--- src/inc/guard_pkg.sv ---
// constants for the keyboard controller watchdog
package guard_pkg;
   localparam int unsigned        ADDR_W         = 16;
   localparam logic [15:0]        CTRL_ADDR      = 16'h7f37;
   localparam logic [15:0]        COUNT_ADDR     = 16'h7f38;
   localparam logic [7:0]         CTRL_RESET     = 8'h00;
   localparam logic [7:0]         COUNT_RESET    = 8'hff;
   localparam int unsigned        RUN_BIT        = 1;
   localparam int unsigned        UNLOCK_BIT     = 0;
   localparam int unsigned        COUNT_W        = 8;
   localparam int unsigned        PRESCALE_W     = 9;
   localparam logic [8:0]         PRESCALE_LAST  = 9'h1ff;
   localparam logic [7:0]         COUNT_DISABLE  = 8'h00;
   localparam logic [7:0]         COUNT_LAST     = 8'h01;
   localparam int unsigned        SLOW_HZ        = 32768;
   localparam int unsigned        SYS_HZ         = 100000000;
   localparam int unsigned        SLOW_DIV       = SYS_HZ / SLOW_HZ;
   localparam logic [11:0]        SLOW_DIV_LAST  = 12'(SLOW_DIV - 1);
   localparam int unsigned        RESET_PULSE_CYC = 4;
endpackage : guard_pkg

--- src/inc/guard_tick_if.sv ---
// carries the slow tick between the watchdog modules
`timescale 1ns/1ps
interface guard_tick_if;
   logic tick;
   logic clear;
   logic step;
   modport src (output tick, input clear);
   modport pre (input tick, input clear, output step);
endinterface : guard_tick_if

--- src/logic/kbc_watchdog.sv ---
// watchdog timer of the keyboard controller core
//
// Behaviour
// - 8-bit down counter behind 9-bit prescaler
// - prescaler runs from always-on 32 khz tick
// - decrement once per 512 slow ticks
// - underflow raises main plane power-on reset
// - counting continues while the core idles
// - inactive after reset, started by run bit
// - every power-on reset clears run bit
// - counter writes need unlock; load clears it
// - reload 01h shortest, ffh longest interval
// - loading 00h clears run and unlock
// - prescaler restarts on every counter load
// - counter at 7f38, resets to ffh
// - control at 7f37, resets 00h, bits1:0 writable
`timescale 1ns/1ps
module kbc_watchdog #(
   parameter int unsigned TICK_LAST = guard_pkg::SLOW_DIV - 1
) (
   input  wire logic        sys_clk_in,
   input  wire logic        srst_in,
   input  wire logic [15:0] reg_addr_in,
   input  wire logic        reg_wr_in,
   input  wire logic        reg_rd_in,
   input  wire logic [7:0]  reg_wdata_in,
   input  wire logic        core_idle_in,
   output logic [7:0]       reg_rdata_out,
   output logic             main_plane_power_on_reset_out,
   output logic             guard_run_out
);
   typedef enum logic [1:0] {ST_IDLE, ST_RESET} rst_state_t;

   guard_tick_if tk ();

   logic [7:0] guard_countdown_reg;
   logic [7:0] guard_countdown_next;
   logic       guard_run_reg;
   logic       reload_unlock_reg;
   logic [2:0] pulse_reg;
   rst_state_t state_reg;

   // register decode
   wire sel_ctrl  = (reg_addr_in == guard_pkg::CTRL_ADDR);
   wire sel_count = (reg_addr_in == guard_pkg::COUNT_ADDR);
   wire wr_ctrl   = reg_wr_in && sel_ctrl;
   wire load      = reg_wr_in && sel_count && reload_unlock_reg;
   wire load_off  = load && (reg_wdata_in == guard_pkg::COUNT_DISABLE);
   wire step      = tk.step;
   // underflow happens when a step arrives at count 01h, so 01h gives one step
   wire underflow = guard_run_reg && step && (guard_countdown_reg == guard_pkg::COUNT_LAST);
   wire fire      = underflow && !load;
   wire in_reset  = (state_reg == ST_RESET);

   // the power-on reset it raises also clears the block itself
   wire local_rst = srst_in || in_reset;

   assign tk.clear = load;

   slow_tick_gen #(.LAST(TICK_LAST)) u_tick (
      .sys_clk_in (sys_clk_in),
      .srst_in    (local_rst),
      .tk         (tk)
   );

   guard_prescaler #(.W(guard_pkg::PRESCALE_W)) u_pre (
      .sys_clk_in (sys_clk_in),
      .srst_in    (local_rst),
      .run_in     (guard_run_reg),
      .tk         (tk)
   );

   // idle state of the core does not gate the count
   wire unused_idle = core_idle_in;

   always_comb begin
      guard_countdown_next = guard_countdown_reg;
      if (load) guard_countdown_next = reg_wdata_in;
      else if (guard_run_reg && step) guard_countdown_next = guard_countdown_reg - 8'h01;
   end

   always_ff @(posedge sys_clk_in) begin
      if (local_rst) guard_countdown_reg <= guard_pkg::COUNT_RESET;
      else guard_countdown_reg <= guard_countdown_next;
   end

   always_ff @(posedge sys_clk_in) begin
      if (local_rst) guard_run_reg <= 1'b0;
      else if (load_off) guard_run_reg <= 1'b0;
      else if (wr_ctrl) guard_run_reg <= reg_wdata_in[guard_pkg::RUN_BIT];
   end

   always_ff @(posedge sys_clk_in) begin
      if (local_rst) reload_unlock_reg <= 1'b0;
      else if (load) reload_unlock_reg <= 1'b0;
      else if (wr_ctrl) reload_unlock_reg <= reg_wdata_in[guard_pkg::UNLOCK_BIT];
   end

   // reset pulse sequencer
   always_ff @(posedge sys_clk_in) begin
      if (srst_in) begin
         state_reg <= ST_IDLE;
         pulse_reg <= 3'h0;
      end else begin
         unique case (state_reg)
            ST_IDLE: begin
               if (fire) begin
                  state_reg <= ST_RESET;
                  pulse_reg <= 3'(guard_pkg::RESET_PULSE_CYC - 1);
               end
            end
            ST_RESET: begin
               if (pulse_reg == 3'h0) state_reg <= ST_IDLE;
               else pulse_reg <= pulse_reg - 3'h1;
            end
            default: state_reg <= ST_IDLE;
         endcase
      end
   end

   always_ff @(posedge sys_clk_in) begin
      if (srst_in) main_plane_power_on_reset_out <= 1'b0;
      else main_plane_power_on_reset_out <= fire || (in_reset && pulse_reg != 3'h0);
   end

   always_ff @(posedge sys_clk_in) begin
      if (local_rst) guard_run_out <= 1'b0;
      else guard_run_out <= guard_run_reg;
   end

   // read data, reserved bits read zero
   wire [7:0] ctrl_view = {6'h00, guard_run_reg, reload_unlock_reg};
   wire [7:0] rd_mux = sel_ctrl ? ctrl_view : (sel_count ? guard_countdown_reg : 8'h00);

   always_ff @(posedge sys_clk_in) begin
      if (srst_in) reg_rdata_out <= 8'h00;
      else if (reg_rd_in) reg_rdata_out <= rd_mux;
   end
endmodule : kbc_watchdog

--- src/logic/slow_tick_gen.sv ---
// divides the system clock to a 32 khz enable pulse
`timescale 1ns/1ps
module slow_tick_gen #(
   parameter int unsigned LAST = guard_pkg::SLOW_DIV - 1
) (
   input  wire logic   sys_clk_in,
   input  wire logic   srst_in,
   guard_tick_if.src   tk
);
   logic [11:0] div_reg;
   wire         div_end = (div_reg == 12'(LAST));
   always_ff @(posedge sys_clk_in) begin
      if (srst_in) div_reg <= 12'h000;
      else div_reg <= div_end ? 12'h000 : div_reg + 12'h001;
   end
   always_ff @(posedge sys_clk_in) begin
      if (srst_in) tk.tick <= 1'b0;
      else tk.tick <= div_end;
   end
endmodule : slow_tick_gen

--- src/logic/guard_prescaler.sv ---
// nine-bit prescaler giving one step per 512 slow ticks
`timescale 1ns/1ps
module guard_prescaler #(
   parameter int unsigned W = guard_pkg::PRESCALE_W
) (
   input  wire logic   sys_clk_in,
   input  wire logic   srst_in,
   input  wire logic   run_in,
   guard_tick_if.pre   tk
);
   logic [W-1:0] pre_reg;
   wire          wrap = &pre_reg;
   always_ff @(posedge sys_clk_in) begin
      if (srst_in || tk.clear) pre_reg <= '0;
      else if (run_in && tk.tick) pre_reg <= pre_reg + 1'b1;
   end
   assign tk.step = run_in && tk.tick && wrap && !tk.clear;
endmodule : guard_prescaler

--- config.mk ---
export PLATFORM = sky130hd
export DESIGN_NAME = kbc_watchdog
export DESIGN_NICKNAME = d
export VERILOG_FILES = /design/src/inc/guard_pkg.sv /design/src/inc/guard_tick_if.sv /design/src/logic/kbc_watchdog.sv /design/src/logic/slow_tick_gen.sv /design/src/logic/guard_prescaler.sv
export SDC_FILE = /design/constraint.sdc
export NUM_CORES = 1
export LEC_CHECK = 0
export BUFFER_PORTS_ARGS = -buffer_cell sky130_fd_sc_hd__buf_2
export CORE_MARGIN = 1.5
export CORE_UTILIZATION = 50
export DETAILED_ROUTE_END_ITERATION = 16
export GPL_TIMING_DRIVEN = 1
export PLACE_DENSITY_LB_ADDON = 0.08
export SLEW_MARGIN = 20
export SYNTH_ARGS = -nofsm -noshare
export SYNTH_HDL_FRONTEND = slang
export SYNTH_SLANG_ARGS = --single-unit
--- constraint.sdc ---
create_clock -name sys_clk_in -period 2.2 [get_ports sys_clk_in]
set_input_delay 0.44 -clock sys_clk_in [delete_from_list [all_inputs] [get_ports sys_clk_in]]
set_output_delay 0.44 -clock sys_clk_in [all_outputs]
set_load 0.02 [all_outputs]
==> reports/results.txt <==
Pleak -> 0.9963 nW
PostCTS Resize Cnt -> 0
top cells by area in the synthesized netlist -> dfxtp_1 (41%), nor2_1 (5.6%), ha_1 (4.4%)
Area after DPL -> 2490 µm²
count of state elements after synthesis -> 46
Root Driver -> clkbuf_8
Pre-antenna DRT Iters -> 4
# Post-CTS Setup Buffers -> 0
Post-synth EDFFs -> 0
type of the worst setup path -> flip-flop to flip-flop
Area growth, synth to finish -> 14.45%
syn_nets -> 290
max_slew headroom -> 73.87%
vias in the first global route -> 1824
DRT iter0 DRCs -> 73
DP HPWL -> 3401 µm
register area share after synthesis -> 40.60%
core area -> 4354 µm²
max cap viols -> 0
top cells by count, synth -> dfxtp_1 (46), nor2_1 (34), nand2_1 (15), nor3_1 (14)
Cell Area, Synth -> 2268 µm²
CTS Sinks -> 46
CTS buffer count -> 5
RSZ-0062 raised after global routing -> false
Final Cycle Share -> 88.89%
clk buf depth -> 2
Antenna Nets Post-Route -> 0
drt drc -> 0
share of the synthesized area in the top cell type -> 40.60%
clock skew -> 0.005578 ns
Synth Area in XOR/XNOR -> 7.722%
library cells used by synthesis -> 51
CP Data Required Time -> 2.39 ns
Final setup viols -> 0
GP Congestion -> 0.7721
worst hold path class -> input pin to flip-flop
H-tree depth -> 2
final core utilization -> 59.63%
mux cell area share after synthesis -> 0.4964%
Skew-Pair Late Insertion Delay -> 0.30 ns
area leader, netlist -> dfxtp_1
max-slew violations -> 0
main combinational cell family by area after synthesis -> simple AND/OR/NAND/NOR gates
# rows -> 24
Total GRT Usage -> 20.02%
nets -> 327
Die Area -> 4950 µm²
Worst setup EP type -> flip-flop
Yosys warnings -> 0
pwr dens -> 590.7 nW/µm²
Critical Path Source Type -> flip-flop
Fin. Hold Viols -> 0
Final Power -> 0.001534 W
share of cells above drive strength 1 -> 20.62%
DR vias/cell -> 5.671
most common cell in the netlist -> dfxtp_1
Syn Area/Cell -> 8.966 µm²
Async SR Flop Fraction -> 0%
largest fanout on the critical path -> 5
arrival time of the worst setup path -> 2.14 ns
initial antenna violation count -> 0
status -> completed
Cells after Synth -> 253
Top FF cell, synth -> dfxtp_1
starting density of the core -> 52.10%
GRT overflow -> 0
CTS Hold Bufs -> 0
overall die height -> 70.36 µm
first-pass GRT wire length -> 7976 µm
Worst Tran Pin Value -> 0.3910 ns
Post-Route WL -> 4650 µm
# IOs -> 39
CTS tree -> built
vias post-DR -> 1945
total negative slack -> 0 ns
post-route design area -> 2596 µm²
largest net degree at the start of global routing -> 17
Routed WL per cell -> 13.56 µm
Max Freq -> 0.5113 GHz
PortBufs -> 37
final worst path period need -> 1.956 ns
Worst IR Drop VDD -> 450.6 µV
post-synthesis compound-gate area fraction -> 13.84%
Synth Area in Adders -> 4.413%
Simple-Gate Fraction of Synth Area -> 29.01%
Horiz. Die Dim -> 70.36 µm
number of antenna diodes -> 0
max reg flops -> 12
CTS clock-pin slew for the worst setup and hold paths -> 0.08 ns
[placed cells by master, fill, tap and decap left out, drive strengths merged, types with 10 or more instances in the layout]
cell type	instances
a21oi	10
xor2	10
buf	41
xnor2	10
nand2	15
nor2	34
dfxtp	46
o21ai	10
nor3	14
nand3	10
[cells by family after synthesis]
| family | count (synthesis) |
|---|---|
| fa+ha+maj | 8 |
| buf+inv | 19 |
| mux | 1 |
| simple gates | 114 |
| flops | 46 |
| xor+xnor | 20 |
| compound gates | 45 |
[path summary, 6_finish.rpt]
kind | startpoint | to | slack (ns) | depth (start not counted)
max | u_pre.pre_reg[0] | guard_countdown_reg[4] | 0.24 | 8
min | reg_wdata_in[0] | reload_unlock_reg | 0.42 | 3
max reg2reg | u_pre.pre_reg[0] | guard_countdown_reg[4] | 0.24 | 8
min reg2reg | u_pre.pre_reg[8] | u_pre.pre_reg[8] | 0.47 | 2
[per-layer routing]
| layer | global-route usage [%] | share of wire [%] | vias to the layer above | wire length [µm] |
|---|---|---|---|---|
| met4 | 6.410 | 1.0 | 0 | 47 |
| met3 | 5.628 | 3.2 | 6 | 148 |
| met2 | 33.75 | 49 | 29 | 2291 |
| li1 | - | - | 997 | - |
| met5 | 0 | 0 | - | 0 |
| met1 | 24.55 | 47 | 913 | 2163 |
[cell type report]
cell class	instances	area, µm²
Clock buffer	7	76.32
Clock inverter	1	30.03
Fill cell	399	1758
Inverter	8	30.03
Multi-Input combinational cell	188	1259
Sequential cell	46	920.9
Tap cell	52	65.06
Timing Repair Buffer	41	215.2
[power breakdown]
group	total, W	switching [W]	internal (W)
Sequential	0.000842	0.00000514	0.000836
Combinational	0.0000720	0.0000395	0.0000325
Clock	0.000620	0.000280	0.000340
[stage by stage]
step,hold slack [ns],cells,setup WS [ns]
2_1_floorplan,0.4374,253,0.4534
3_3_place_gp,0.4518,335,0.2876
3_5_place_dp,0.4530,335,0.2544
4_1_cts,0.4115,343,0.2293
5_1_grt,0.4177,343,0.03961
6_report,0.4225,343,0.2443
[critical path, stage by stage, from the launching register on]
cell and delay, ns:
dfxtp_1 0.37, ha_1 0.22, nand3_1 0.09, nor2_1 0.11
ha_1 0.22, nand4_1 0.26, o31a_1 0.32, a211oi_1 0.18
o21ai_1 0.07
(Power assumes the default switching activity.)
